===== src/rtl/rst_irq_defs.vh =====
// constants for the reset and interrupt control block
`ifndef RST_IRQ_DEFS_VH
`define RST_IRQ_DEFS_VH

// i/o space addresses
`define ADDR_TIMER_FLAG 6'h38
`define ADDR_TIMER_MASK 6'h39
`define ADDR_EXT_FLAG 6'h3a
`define ADDR_GEN_IRQ_EN 6'h3b
`define ADDR_RESET_CAUSE 6'h34

// field positions
`define BIT_EXT_ENABLE 3'd6
`define BIT_EXT_FLAG 3'd6
`define BIT_TOV_ENABLE 3'd1
`define BIT_TOV_FLAG 3'd1
`define BIT_PIN_CAUSE 3'd1
`define BIT_POWER_CAUSE 3'd0

// reset values
`define RESET_REG8 8'h00
`define RESET_PIN_CAUSE 1'b0

// program vectors
`define VEC_RESET 10'h000
`define VEC_EXT 10'h001
`define VEC_TIMER 10'h002

// start-up delay: one watchdog oscillator cycle (16 us at 5 V)
`define STARTUP_DELAY_NS 16000
`define CLK_PERIOD_NS 8
`define STARTUP_CYCLES ((`STARTUP_DELAY_NS + `CLK_PERIOD_NS - 1) / `CLK_PERIOD_NS)
`define STARTUP_CNT_W 12

`endif


===== src/rtl/pin_reset_sync.v =====
// external reset pin: asynchronous assert, synchronised release
`timescale 1ns/1ps
module pin_reset_sync (
    input wire sys_clk,
    input wire reset_pin_n,
    output reg pin_reset
);
    reg stage1;

    // assert without clock, release after two edges
    always @(posedge sys_clk or negedge reset_pin_n) begin
        if (!reset_pin_n) begin
            stage1 <= 1'b1;
            pin_reset <= 1'b1;
        end else begin
            stage1 <= 1'b0;
            pin_reset <= stage1;
        end
    end
endmodule


===== src/rtl/startup_delay_timer.v =====
// start-up delay counter shared by all reset sources
`timescale 1ns/1ps
`include "rst_irq_defs.vh"
module startup_delay_timer (
    input wire sys_clk,
    input wire restart,
    output reg busy
);
    localparam integer LOAD_FULL = `STARTUP_CYCLES;
    localparam [`STARTUP_CNT_W-1:0] LOAD = LOAD_FULL[`STARTUP_CNT_W-1:0];
    reg [`STARTUP_CNT_W-1:0] count;

    always @(posedge sys_clk) begin
        if (restart) begin
            count <= LOAD;
            busy <= 1'b1;
        end else if (count != {`STARTUP_CNT_W{1'b0}}) begin
            count <= count - 1'b1;
            busy <= (count != {{(`STARTUP_CNT_W-1){1'b0}}, 1'b1});
        end else begin
            busy <= 1'b0;
        end
    end
endmodule


===== src/rtl/reset_and_interrupt_control.v =====
// reset combining, reset cause record and two-source interrupt arbiter
// Summary of operation
// a source is taken only when its enable and the global enable are set
// vectors: reset at 000, pin request at 001, timer overflow at 002
// lowest vector wins: reset, then pin request, then timer overflow
// reset pin low over 50 ns resets, even with no clock
// reset loads all registers with initial values; fetch starts at 000
// after power-on the core is held for one start-up delay
// on reset pin release the delay starts; core freed when it expires
// watchdog pulse resets; delay counts from the pulse's falling edge
// pin reset sets cause bit 1; watchdog leaves it alone
// power-on sets cause bit 0; other resets leave it alone
// cause register bits 7 to 2 read as zero
// software reads then clears both cause flags early after start-up
// accepting an interrupt clears global enable; return sets it again
// vectoring clears the pending flag of the served source
// writing one clears a flag; writing zero leaves it
// a flag raised while its source is disabled stays set
// flags raised with global enable clear stay pending, served by priority
// in low-level mode the pin request latches nothing, pending while low
// the core status register is neither saved nor restored
// software puts a jump at the reset vector
// vector runs at least 4 cycles after its flag is set
// pin event sets flag bit 6; cleared by vectoring or writing one
// overflow sets flag bit 1; served only if bit 1 enable and global set
// after return one instruction runs before another interrupt
// all reset sources merge, core held until shared delay expires
// reset pin release is synchronised before the delay counter starts
`timescale 1ns/1ps
`include "rst_irq_defs.vh"
module reset_and_interrupt_control (
    input wire sys_clk,
    input wire rst,
    input wire reset_pin_n,
    input wire wdt_timeout,
    input wire ext_pin_event,
    input wire ext_pin_low,
    input wire ext_low_level_mode,
    input wire timer_overflow_source,
    input wire [5:0] io_addr,
    input wire io_wr,
    input wire io_rd,
    input wire [7:0] io_wdata,
    input wire gie_set,
    input wire gie_clear,
    input wire irq_ack,
    input wire return_from_interrupt,
    input wire instr_retire,
    output reg [7:0] io_rdata,
    output reg core_reset,
    output reg global_enable,
    output reg irq_request,
    output reg [9:0] irq_vector
);
    localparam [2:0] ST_IDLE = 3'b001;
    localparam [2:0] ST_REQ = 3'b010;
    localparam [2:0] ST_HOLD = 3'b100;

    wire pin_reset;
    wire delay_busy;
    wire any_reset;

    reg ext_enable;
    reg ext_flag;
    reg tov_enable;
    reg tov_flag;
    reg power_on_cause_flag;
    reg pin_reset_cause_flag;
    reg [2:0] state;
    reg [2:0] next_state;
    reg [9:0] next_vector;
    reg next_request;

    wire ext_pending;
    wire ext_live;
    wire tov_live;
    wire take_ext;
    wire take_tov;
    wire wr_ext_flag;
    wire wr_tov_flag;
    wire [7:0] read_mux;

    function [7:0] bit_at;
        input value;
        input [2:0] pos;
        begin
            bit_at = {7'h00, value} << pos;
        end
    endfunction

    function hit;
        input [5:0] addr;
        input [5:0] target;
        begin
            hit = (addr == target);
        end
    endfunction

    pin_reset_sync u_pin_sync (
        .sys_clk(sys_clk),
        .reset_pin_n(reset_pin_n),
        .pin_reset(pin_reset)
    );

    // any source restarts the shared delay; it runs out after they drop
    assign any_reset = rst | pin_reset | wdt_timeout;

    startup_delay_timer u_delay (
        .sys_clk(sys_clk),
        .restart(any_reset),
        .busy(delay_busy)
    );

    // core held from any source until the delay expires
    always @(posedge sys_clk or negedge reset_pin_n) begin
        if (!reset_pin_n) begin
            core_reset <= 1'b1;
        end else begin
            core_reset <= any_reset | delay_busy;
        end
    end

    // reset cause flags survive the core reset
    always @(posedge sys_clk) begin
        if (rst) begin
            power_on_cause_flag <= 1'b1;
            pin_reset_cause_flag <= `RESET_PIN_CAUSE;
        end else if (pin_reset) begin
            pin_reset_cause_flag <= 1'b1;
        end else if (!core_reset && io_wr && hit(io_addr, `ADDR_RESET_CAUSE)) begin
            power_on_cause_flag <= io_wdata[`BIT_POWER_CAUSE];
            pin_reset_cause_flag <= io_wdata[`BIT_PIN_CAUSE];
        end
    end

    assign wr_ext_flag = io_wr & hit(io_addr, `ADDR_EXT_FLAG) & io_wdata[`BIT_EXT_FLAG];
    assign wr_tov_flag = io_wr & hit(io_addr, `ADDR_TIMER_FLAG) & io_wdata[`BIT_TOV_FLAG];

    // pending test per source
    assign ext_pending = ext_low_level_mode ? ext_pin_low : ext_flag;
    assign ext_live = ext_pending & ext_enable;
    assign tov_live = tov_flag & tov_enable;

    // vectoring clears only the flag of the source that was served
    assign take_ext = (state == ST_REQ) & irq_ack & (irq_vector == `VEC_EXT);
    assign take_tov = (state == ST_REQ) & irq_ack & (irq_vector == `VEC_TIMER);

    // enable registers and flags; all return to initial values in reset
    always @(posedge sys_clk) begin
        if (core_reset) begin
            ext_enable <= 1'b0;
            tov_enable <= 1'b0;
            ext_flag <= 1'b0;
            tov_flag <= 1'b0;
        end else begin
            if (io_wr && hit(io_addr, `ADDR_GEN_IRQ_EN)) begin
                ext_enable <= io_wdata[`BIT_EXT_ENABLE];
            end
            if (io_wr && hit(io_addr, `ADDR_TIMER_MASK)) begin
                tov_enable <= io_wdata[`BIT_TOV_ENABLE];
            end
            // new event wins over a clear in the same cycle
            if (ext_pin_event && !ext_low_level_mode) begin
                ext_flag <= 1'b1;
            end else if (wr_ext_flag || take_ext || ext_low_level_mode) begin
                ext_flag <= 1'b0;
            end
            if (timer_overflow_source) begin
                tov_flag <= 1'b1;
            end else if (wr_tov_flag || take_tov) begin
                tov_flag <= 1'b0;
            end
        end
    end

    // global enable: only the I bit lives here, rest of status is the core's
    always @(posedge sys_clk) begin
        if (core_reset) begin
            global_enable <= 1'b0;
        end else if ((state == ST_REQ) && irq_ack) begin
            global_enable <= 1'b0;
        end else if (return_from_interrupt || gie_set) begin
            global_enable <= 1'b1;
        end else if (gie_clear) begin
            global_enable <= 1'b0;
        end
    end

    // arbiter: fixed priority by vector address
    always @* begin
        next_state = state;
        next_vector = irq_vector;
        next_request = 1'b0;
        case (state)
            ST_IDLE: begin
                if (return_from_interrupt) begin
                    next_state = ST_HOLD;
                end else if (global_enable && !gie_clear && ext_live) begin
                    next_state = ST_REQ;
                    next_vector = `VEC_EXT;
                    next_request = 1'b1;
                end else if (global_enable && !gie_clear && tov_live) begin
                    next_state = ST_REQ;
                    next_vector = `VEC_TIMER;
                    next_request = 1'b1;
                end
            end
            ST_REQ: begin
                if (irq_ack) begin
                    next_state = ST_IDLE;
                end else if (!global_enable || gie_clear) begin
                    next_state = ST_IDLE;
                end else if (ext_live) begin
                    next_vector = `VEC_EXT;
                    next_request = 1'b1;
                end else if (tov_live) begin
                    next_vector = `VEC_TIMER;
                    next_request = 1'b1;
                end else begin
                    next_state = ST_IDLE;
                end
            end
            ST_HOLD: begin
                // one instruction of the interrupted program first
                if (instr_retire) begin
                    next_state = ST_IDLE;
                end
            end
            default: begin
                next_state = ST_IDLE;
            end
        endcase
    end

    always @(posedge sys_clk) begin
        if (core_reset) begin
            state <= ST_IDLE;
            irq_request <= 1'b0;
            irq_vector <= `VEC_RESET;
        end else begin
            state <= next_state;
            irq_request <= next_request;
            irq_vector <= next_vector;
        end
    end

    // register read; unused bits read zero
    assign read_mux = hit(io_addr, `ADDR_GEN_IRQ_EN) ? bit_at(ext_enable, `BIT_EXT_ENABLE) :
                      hit(io_addr, `ADDR_EXT_FLAG) ? bit_at(ext_flag, `BIT_EXT_FLAG) :
                      hit(io_addr, `ADDR_TIMER_MASK) ? bit_at(tov_enable, `BIT_TOV_ENABLE) :
                      hit(io_addr, `ADDR_TIMER_FLAG) ? bit_at(tov_flag, `BIT_TOV_FLAG) :
                      hit(io_addr, `ADDR_RESET_CAUSE) ?
                          (bit_at(pin_reset_cause_flag, `BIT_PIN_CAUSE) |
                           bit_at(power_on_cause_flag, `BIT_POWER_CAUSE)) :
                      `RESET_REG8;

    always @(posedge sys_clk) begin
        if (rst) begin
            io_rdata <= `RESET_REG8;
        end else if (io_rd) begin
            io_rdata <= read_mux;
        end
    end
endmodule


===== config.mk =====
export PLATFORM = sky130hd
export DESIGN_NAME = reset_and_interrupt_control
export DESIGN_NICKNAME = d
export VERILOG_FILES = /design/src/rtl/pin_reset_sync.v /design/src/rtl/startup_delay_timer.v /design/src/rtl/reset_and_interrupt_control.v
export VERILOG_INCLUDE_DIRS = /design/src /design/src/rtl
export SDC_FILE = /design/constraint.sdc
export NUM_CORES = 1
export LEC_CHECK = 0
export ABC_AREA = 0
export BUFFER_PORTS_ARGS = -buffer_cell sky130_fd_sc_hd__clkbuf_2
export CORE_UTILIZATION = 45
export DETAILED_ROUTE_END_ITERATION = 10
export GPL_TIMING_DRIVEN = 0
export PLACE_DENSITY = 0.75
export SYNTH_ARGS = -nofsm -noshare
export SYNTH_HDL_FRONTEND = slang
export SYNTH_SLANG_ARGS = --single-unit
export TNS_END_PERCENT = 30

===== constraint.sdc =====
create_clock -name sys_clk -period 3.3 [get_ports sys_clk]
set_input_delay 0.66 -clock sys_clk [delete_from_list [all_inputs] [get_ports sys_clk]]
set_output_delay 0.66 -clock sys_clk [all_outputs]
set_load 0.05 [all_outputs]

* Yosys cells after proc, flatten, opt, wreduce, memory -nomap -nowiden
Cells that the tools add are included.
** Operators by class
- Reductions and logical operators :: 28
- Bitwise logic cells :: 14
- Add/sub/neg operators :: 1
- Eq/ne operators :: 20
- Muxes and demuxes :: 40
** Operator list (count)
- $mux W10 :: 7
- $eq A6 B6 Y1 const B :: 5
- $mux W3 :: 8
- $mux W8 :: 3
- $pmux W10 S2 :: 1
- $mux W1 :: 17
- $ne A12 B1 Y1 const B :: 1
- $reduce_bool A12 Y1 :: 1
- $sub A12 B1 Y12 const B :: 1
- $eq A10 B1 Y1 const B :: 1
- $eq A10 B2 Y1 const B :: 1
- $reduce_bool A2 Y1 :: 5
- $and A1 B1 Y1 :: 9
- $logic_and A1 B1 Y1 :: 9
- $pmux W3 S3 :: 1
- $ne A2 B2 Y1 const B :: 4
- $ne A4 B3 Y1 const B :: 2
- $ne A3 B3 Y1 const B :: 2
- $reduce_and A6 Y1 :: 1
- $logic_or A1 B1 Y1 :: 5
- $logic_not A1 Y1 :: 4
- $mux W2 :: 2
- $ne A4 B4 Y1 const B :: 1
- $reduce_and A4 Y1 :: 1
- other kinds (9) :: 11
** Word-level totals
- Flip-flop bits (word level) :: 45
- Logic and storage cells :: 119
- Bits of input ports :: 29

* Longest topological paths before layout
Gate-level depths: netlist of the first run.
- Word-level depth :: 7
- Gate-level depth with buffers :: 7

* Cells and area by module
From an unflattened synthesis of the first run, not the netlist that was laid out.
** Second synthesis, totals
- Cells, all modules :: 179
- Area, all modules :: 1665.3 um^2
** Modules (own cells, without submodules)
- reset_and_interrupt_control :: cells an instance 106, area an instance 947.2 um^2, times used 1
- startup_delay_timer :: cells an instance 70, area an instance 661.9 um^2, times used 1
- pin_reset_sync :: cells an instance 3, area an instance 56.3 um^2, times used 1

* Worst setup path after synthesis of the first run
OpenSTA, ideal clock, no wires.
- Path kind :: input-to-reg
- From :: in ext_low_level_mode
- To :: reg irq_vector[1]
- Setup slack :: 1.550 ns
- Arrival time :: 1.670 ns
- Data required time :: 3.221 ns
- Stages :: 4
- Setup time :: 0.079 ns
- Cell sequence :: mux2_2 -> a22oi_2 -> or4_4 -> a211oi_2
** On the way
- Cells in the longest elaborated chain, start to end :: 6
- Elaborated cells between the ends (all ways) :: 12
** RTL lines
- start, declared :: line reset_and_interrupt_control.v:38 : input wire ext_low_level_mode,
- $mux W1 (*) :: line reset_and_interrupt_control.v:140 : assign ext_pending = ext_low_level_mode ? ext_pin_low : ext_flag;
- $and A1 B1 Y1 (*) :: line reset_and_interrupt_control.v:141 : assign ext_live = ext_pending & ext_enable;
- $mux W10 / $logic_and A1 B1 Y1 (equally long branches) :: line reset_and_interrupt_control.v:213, reset_and_interrupt_control.v:198
- $mux W10 (on tied branches) :: line reset_and_interrupt_control.v:211, reset_and_interrupt_control.v:198
- $mux W10 (on tied branches) :: line reset_and_interrupt_control.v:209, reset_and_interrupt_control.v:196
- $pmux W10 S2 :: line reset_and_interrupt_control.v:194 : case (state)
- end signal, assigned :: line reset_and_interrupt_control.v:239 : irq_vector <= `VEC_RESET;
- end signal, assigned :: line reset_and_interrupt_control.v:243 : irq_vector <= next_vector;
- end, declared :: line reset_and_interrupt_control.v:53 : output reg [9:0] irq_vector
Every way passes the cells marked *; elsewhere a longest branch is shown, timed or not. The select of a mux whose other input is x is not followed.
A chain may end at the register's enable or synchronous reset.

* Worst setup path after layout of the first run
- From :: reg core_reset
- To :: out core_reset
** RTL lines
- start, declared :: line reset_and_interrupt_control.v:50 : output reg core_reset,
- start signal, assigned :: line reset_and_interrupt_control.v:119 : core_reset <= any_reset | delay_busy;
No word-level cell between the ends.

==> summary.txt, run 1 <==
Logic synthesis
  – Most used DFF post-synth: dfxtp_1
  – Seq cells post-synth: 32
  – Mapped Cells: 184
  – YS warnings: 0
  – Post-synth EDFFs: 0
  – Async SR Flop Fraction: 9.375%
  – Syn Area/Cell: a little under 9 um2
  – Post-Syn Area: around 1600 um2
  – Post-synth cell types: 53
  – Register area share after synthesis: 40.51%

Global routing
  – GRT Total Usage: between 10% and 20%
  – Initial antenna violation count: 0
  – Vias in the first global route: about 1300
  – Largest net degree at the start of global routing: 11
  – Grt total ovfl: 0
  – Global-route wire length before repair: ~5400 um

Critical path
  – Worst setup SP type: flip-flop
  – Critical path required time: 2640 ps
  – CP bufs+invs: 1
  – FF-to-FF path depth: 7
  – Critical path type: flip-flop to output port
  – CP top delay family: flip-flops
  – RR Startpoint: u_delay.count[0]
  – Max FO, Critical Path: 5
  – Reg2reg setup slack: between 1500 and 2000 ps
  – CP Data Arrival Time: 1200 ps
  – CP max-delay cell: dfstp_2
  – Crit end category: output port
  – Cell Chain, Critical Path: clkbuf_2
  – Delay of the slowest critical-path stage: 580 ps
  – FF-to-FF End: u_delay.count[3]

Power
  – Sw Ratio: ~26%
  – Cell Int Power: 586.5 uW
  – P_sw: 202.3 uW
  – Peak supply drop: between 0.3 and 0.4 mV
  – Sequential fraction of design power: 50.3%
  – Clock group share of total power: 37.2%
  – Leak: 0.0007813 uW
  – Cell area power density: 402.3 nW/um2
  – Comb pwr share: 12.4%

Flow run
  – Max cap viols: 0

STA
  – Endpoints failing setup: 0
  – Maximum clock frequency: ~540 MHz
  – Skew final: around 9.4 ps
  – Max Transition Viols Final: 0
  – Setup TNS: 0 ps
  – Tcrit/Tclk final: 56.24%
  – Minimum clock period after layout: 1856 ps
  – RSZ-0062 raised after global routing: no
  – Hold_ws: 280.7 ps
  – Slew Limit Headroom: 46.54%
  – Final-report hold violation count: 0
  – Worst slew pin tran: 795.8 ps

Placement
  – PortBufs: 30
  – HPWL after DPL: 2330 um
  – Routability cong.: between 0.7 and 0.8
  – Placed Area: 1884 um2

Clock network
  – Reg clk slew, reported paths: around 90 ps
  – Clock Sinks: 32
  – CTS tree: done
  – H-Tree Depth: 2
  – Clk_lat worst skew: about 330 ps
  – Clk root buf: clkbuf_4
  – Post-CTS sizing: 0
  – Cts bufs inserted: 5
  – Clock tree buffer depth: 2
  – Hold-fix buffers, CTS: 0
  – Setup bufs post-CTS: 0

Route
  – DRC Markers: 0
  – DRT Pass-1 Iters: 4
  – Wire per inst: approximately 11 um
  – Via/cell ratio: 5.185
  – Post-route ant nets: 0
  – Via count: ~1500
  – DRT iter0 DRCs: 62
  – Final wirelength: about 3100 um

Floorplanning
  – Full die area: 3862 um2
  – I/O pins: 50
  – Initial Util: 48.03%
  – Die H: 62.15 um
  – Die X: 62.15 um
  – Core outline area: 3390 um2
  – Row Count: 21

Cells and area
  – Antenna diode count: 0
  – Cell area after layout: 1961 um2
  – Layout cells sized above 1: around 29%
  – # nets final: between 200 and 300
  – Synthesis-to-layout area growth: 20.45%

Min path
  – Hold WC Path Type: input pin to async pin

Outcome
  – Outcome: completed
==> cells in the final DEF (no fill, tap or decap), types with 2 or more instances in the layout <==
cell type / count
a31oi_1: 3
clkbuf_2: 30
dfxtp_1: 29
ha_1: 2
nand3b_1: 3
and4_1: 2
nand3_1: 5
nand2b_1: 6
nand4_1: 5
o31ai_1: 3
nor2_1: 20
nor4b_1: 3
clkbuf_1: 4
o2111ai_1: 2
mux2_2: 2
o21ai_0: 4
nor4_1: 3
conb_1: 14
dfstp_2: 3
a211oi_1: 4
a21oi_1: 11
buf_4: 14
inv_1: 5
buf_2: 3
nand2_1: 6
xor2_1: 3
nor3_1: 11
clkbuf_4: 5
or4_1: 2
==> power groups by stage <==
stage	Combinational (uW)	Sequential [uW]	Clock (uW)
2_1_floorplan	73.1	405	0
3_3_place_gp	96.6	406	0
3_5_place_dp	97.2	406	0
4_1_cts	97.7	397	304
5_1_grt	106	398	323
6_report	98.0	397	294
==> final cells by class <==
class	count	area, um2
timing repair buffer	30	150.1
buffer	20	131.4
fill	311	1429
tap	46	57.56
clock buffer	6	41.29
clock inverter	2	35.03
sequential	32	659.4
inverter	5	18.77
multi-input combinational	140	867.1
==> flip-flops by register name (all words and copies together) (netlist names) <==
name and cells:
global_enable 1, u_delay.busy 1, pin_reset_cause_flag 1, tov_flag 1, tov_enable 1, io_rdata 3, core_reset 1, ext_flag 1
u_pin_sync.stage1 1, power_on_cause_flag 1, irq_request 1, state 3, u_delay.count 12, ext_enable 1, irq_vector 2, u_pin_sync.pin_reset 1
==> routing by layer <==
layer	global-route usage, %	wire length [um]	vias up
li1	-	-	751
met1	20.23	1466	657
met2	28.02	1424	41
met3	6.801	164	8
met4	9.593	79	0
met5	0	0	-
==> cells in the mapped netlist (2+ instances only) <==
| library cell | count | area, um2 |
|---|---|---|
| a211oi_1 | 4 | 30.03 |
| a21oi_1 | 11 | 55.05 |
| a31oi_1 | 3 | 18.77 |
| and4_1 | 2 | 17.52 |
| buf_2 | 3 | 15.01 |
| buf_4 | 14 | 105.1 |
| clkbuf_1 | 3 | 11.26 |
| dfstp_2 | 3 | 78.83 |
| dfxtp_1 | 29 | 580.6 |
| ha_1 | 2 | 25.02 |
| inv_1 | 5 | 18.77 |
| mux2_2 | 2 | 22.52 |
| nand2_1 | 6 | 22.52 |
| nand2b_1 | 6 | 37.54 |
| nand3_1 | 5 | 25.02 |
| nand3b_1 | 3 | 22.52 |
| nand4_1 | 5 | 31.28 |
| nor2_1 | 20 | 75.07 |
| nor3_1 | 11 | 55.05 |
| nor4_1 | 3 | 18.77 |
| nor4b_1 | 3 | 26.28 |
| o2111ai_1 | 2 | 17.52 |
| o21ai_0 | 4 | 20.02 |
| o31ai_1 | 3 | 22.52 |
| or4_1 | 2 | 15.01 |
| xor2_1 | 3 | 26.28 |
==> logic make-up (layout without fill, tap and decap cells) <==
| group | count (synthesis) | after routing | share of synthesized area, % |
|---|---|---|---|
| AO/OA/AOI/OAI | 37 | 37 | 15.45 |
| XOR/XNOR | 4 | 4 | 2.153 |
| adder cells (fa/ha/maj) | 2 | 2 | 1.537 |
| buffers and inverters | 25 | 63 | 9.223 |
| flip-flops | 32 | 32 | 40.51 |
| multiplexers | 3 | 3 | 1.998 |
| other | 1 | 14 | 0.2304 |
| AND/OR/NAND/NOR | 80 | 80 | 28.90 |
==> per-stage QoR <==
step	cells	utilization (%)	total power, uW	setup WS [ps]
floorplan	197	-	478.3	1550
global placement	273	55.59	502.1	1273
detailed placement	273	55.59	502.9	1260
CTS	281	57.84	798.5	1413
global route	281	57.84	827.2	1380
finish	281	57.84	788.8	1444
==> worst max-delay path by stage <==
stage / start / end / slack (ps) / cells past startpoint
finish: core_reset / core_reset / 1440 / 1
global route: core_reset / core_reset / 1380 / 1
CTS: core_reset / core_reset / 1410 / 1
detailed placement: rst / u_delay.count[5] / 1260 / 4
global placement: rst / u_delay.count[5] / 1270 / 4
floorplan: ext_low_level_mode / irq_vector[1] / 1550 / 4
==> worst reg2reg max path, stage by stage (launching register included) <==
cell and delay, ps:
dfxtp_1 370, inv_1 80, ha_1 200, buf_2 160, and4_1 150, buf_2 160, or4_1 400, a21oi_1 140
No activity file was read; power rests on OpenSTA's default activity.
==> inputs of run 2 (changes only) <==
==> constraint.sdc (replaced) <==
create_clock -name sys_clk -period 1.8 [get_ports sys_clk]
set_input_delay 0.36 -clock sys_clk [delete_from_list [all_inputs] [get_ports sys_clk]]
set_output_delay 0.36 -clock sys_clk [all_outputs]
set_load 0.05 [all_outputs]
==> summary.txt, run 2 (synthesis results as in run 1) <==
Cells and area
  – Most frequent cells in the layout: clkbuf_2, dfxtp_1, nor2_1, buf_4, conb_1
  – Antenna diode count: 0
  – Layout cells sized above 1: 28.81%
  – Largest Register: u_delay.count
  – Multi-input logic area: 867.1 um2
  – Register area: ~660 um2
  – Top flop regs: u_delay.count (12), io_rdata (3), state (3)
  – Final Non-Filler Cells: 282
  – Max reg flops: 12
  – Synthesis-to-layout area growth: 21.14%
  – Cell area after layout: 1972 um2
  – Fillcell total: ~310
  – # nets final: 266
  – Most common cell after layout, fill and taps aside: clkbuf_2

Placement
  – Placed Area: approximately 1900 um2
  – HPWL after DPL: ~2300 um
  – PortBufs: 30
  – Placed cell count: 273
  – Routability cong.: ~0.77

Power
  – Peak supply drop: between 0.5 and 0.6 mV
  – Cell area power density: approximately 740 nW/um2
  – Sw Ratio: 25.72%
  – Cell Int Power: 1077 uW
  – Leak: approximately 0.00079 uW
  – Total Power: 1450 uW
  – Clock group share of total power: 37.2%
  – Sequential fraction of design power: 50.2%
  – P_sw: around 370 uW
  – Comb pwr share: around an eighth

Route
  – Wire per inst: 11.27 um
  – DRT iter0 DRCs: 70
  – WL met1: 1452 um
  – Via count: 1476
  – Final wirelength: 3177 um
  – DRC Markers: 0
  – Post-route ant nets: 0
  – Met3 WL: roughly 180 um
  – Via/cell ratio: between 5 and 6
  – Top sig layer: met4
  – DR WL met2: 1470 um
  – DRT Pass-1 Iters: 4

Critical path
  – Most used cell, CP: buf_2
  – Worst setup path start: u_delay.count[0]
  – RR Startpoint: u_delay.count[0]
  – CP bufs+invs: 3
  – Max FO, Critical Path: 9
  – CP max-delay cell: or4_1
  – Cell Chain, Critical Path: inv_1, ha_1, buf_2, and4_1, buf_2, or4_1, a21oi_1
  – CP Data Arrival Time: approximately 2000 ps
  – Crit end category: flip-flop
  – Critical path type: flip-flop to flip-flop
  – Critical path required time: 2080 ps
  – CP top delay family: simple AND/OR/NAND/NOR gates
  – Delay of the slowest critical-path stage: 400 ps
  – Worst setup SP type: flip-flop

Floorplanning
  – Core outline area: ~3400 um2
  – Die X: 62.15 um
  – Full die area: 3862 um2
  – Initial Util: 48.03%
  – Row Count: 21
  – I/O pins: 50
  – Die H: slightly above 60 um

Min path
  – Startpoint of the worst hold path: ext_low_level_mode
  – Hold WC Path Type: input pin to flip-flop

Clock network
  – Cts bufs inserted: 5
  – H-Tree Depth: 2
  – Clk_lat worst skew: 330 ps
  – Reg clk slew, reported paths: 100 ps
  – Clk root buf: clkbuf_4
  – CTS tree: done
  – Clock tree buffer depth: 2
  – Setup bufs post-CTS: 0
  – Clock Sinks: 32

STA
  – RSZ-0062 raised after global routing: no
  – Minimum clock period after layout: around 1700 ps
  – Skew final: 8.832 ps
  – Slew Limit Headroom: 45.91%
  – Max Transition Viols Final: 0
  – Final-report hold violation count: 0
  – Hold_ws: 199.9 ps
  – Worst slew pin tran: 805.2 ps
  – Maximum clock frequency: 592.1 MHz
  – Tcrit/Tclk final: 93.82%
  – Endpoints failing setup: 0
  – Setup TNS: 0 ps

Flow run
  – Max cap viols: 0

Global routing
  – Initial antenna violation count: 0
  – Largest net degree at the start of global routing: 11
  – GRT Total Usage: between 15 and 20%
  – Vias in the first global route: 1302
  – Global-route wire length before repair: 5388 um
  – Grt total ovfl: 0

Outcome
  – Outcome: completed
## run 2: cell count changes in the layout (fill, tap and decap cells not counted), sizes merged
cell	change
dlygate4sd3	+1
## run 2: metal layers
| metal | GRT usage, % | vias to the layer above |
|---|---|---|
| met5 | 0 | - |
| met1 | 20.23 | 669 |
| met2 | 28.30 | 44 |
| met3 | 6.801 | 9 |
| li1 | - | 754 |
| met4 | 9.593 | 0 |
## run 2: final timing paths
path,depth (start not counted),to,slack (ps)
max in group asynchronous,2,core_reset,1250
setup / recovery,7,u_delay.count[3],110
hold reg to reg,0,u_pin_sync.pin_reset,360
hold / removal,2,ext_flag,200
setup reg to reg,7,u_delay.count[3],110
min in group asynchronous,2,u_pin_sync.pin_reset,530
## run 2: power groups by stage
| stage | Sequential, uW | Clock, uW | Combinational, uW |
|---|---|---|---|
| 2_1_floorplan | 743 | 0 | 134 |
| 3_3_place_gp | 743 | 0 | 177 |
| 3_5_place_dp | 744 | 0 | 178 |
| 4_1_cts | 728 | 557 | 181 |
| 5_1_grt | 730 | 592 | 196 |
| 6_report | 728 | 540 | 182 |
## run 2: per-stage QoR
stage                     setup slack, ps  utilization [%]
after floorplan                     205.3                -
after global placement              72.97            55.59
after detailed placement            60.38            55.59
after CTS                           87.07            58.14
after global routing                17.65            58.18
final                               111.2            58.18
## run 2: timing repair
action	in CTS	in global routing
resized for setup	0	1
endpoints found under the setup margin	0	1
hold buffers	1	0
hold endpoints to repair	3	0
## run 2: area by class of cell
class,instances,area share (%)
multi-input cells,140,43.97
flip-flops and latches,32,33.50
repair buffers,31,8.122
plain buffers,20,6.662
well taps,46,2.919
clock buffers,6,2.094
clock inverters,2,1.777
inverters,5,0.9518
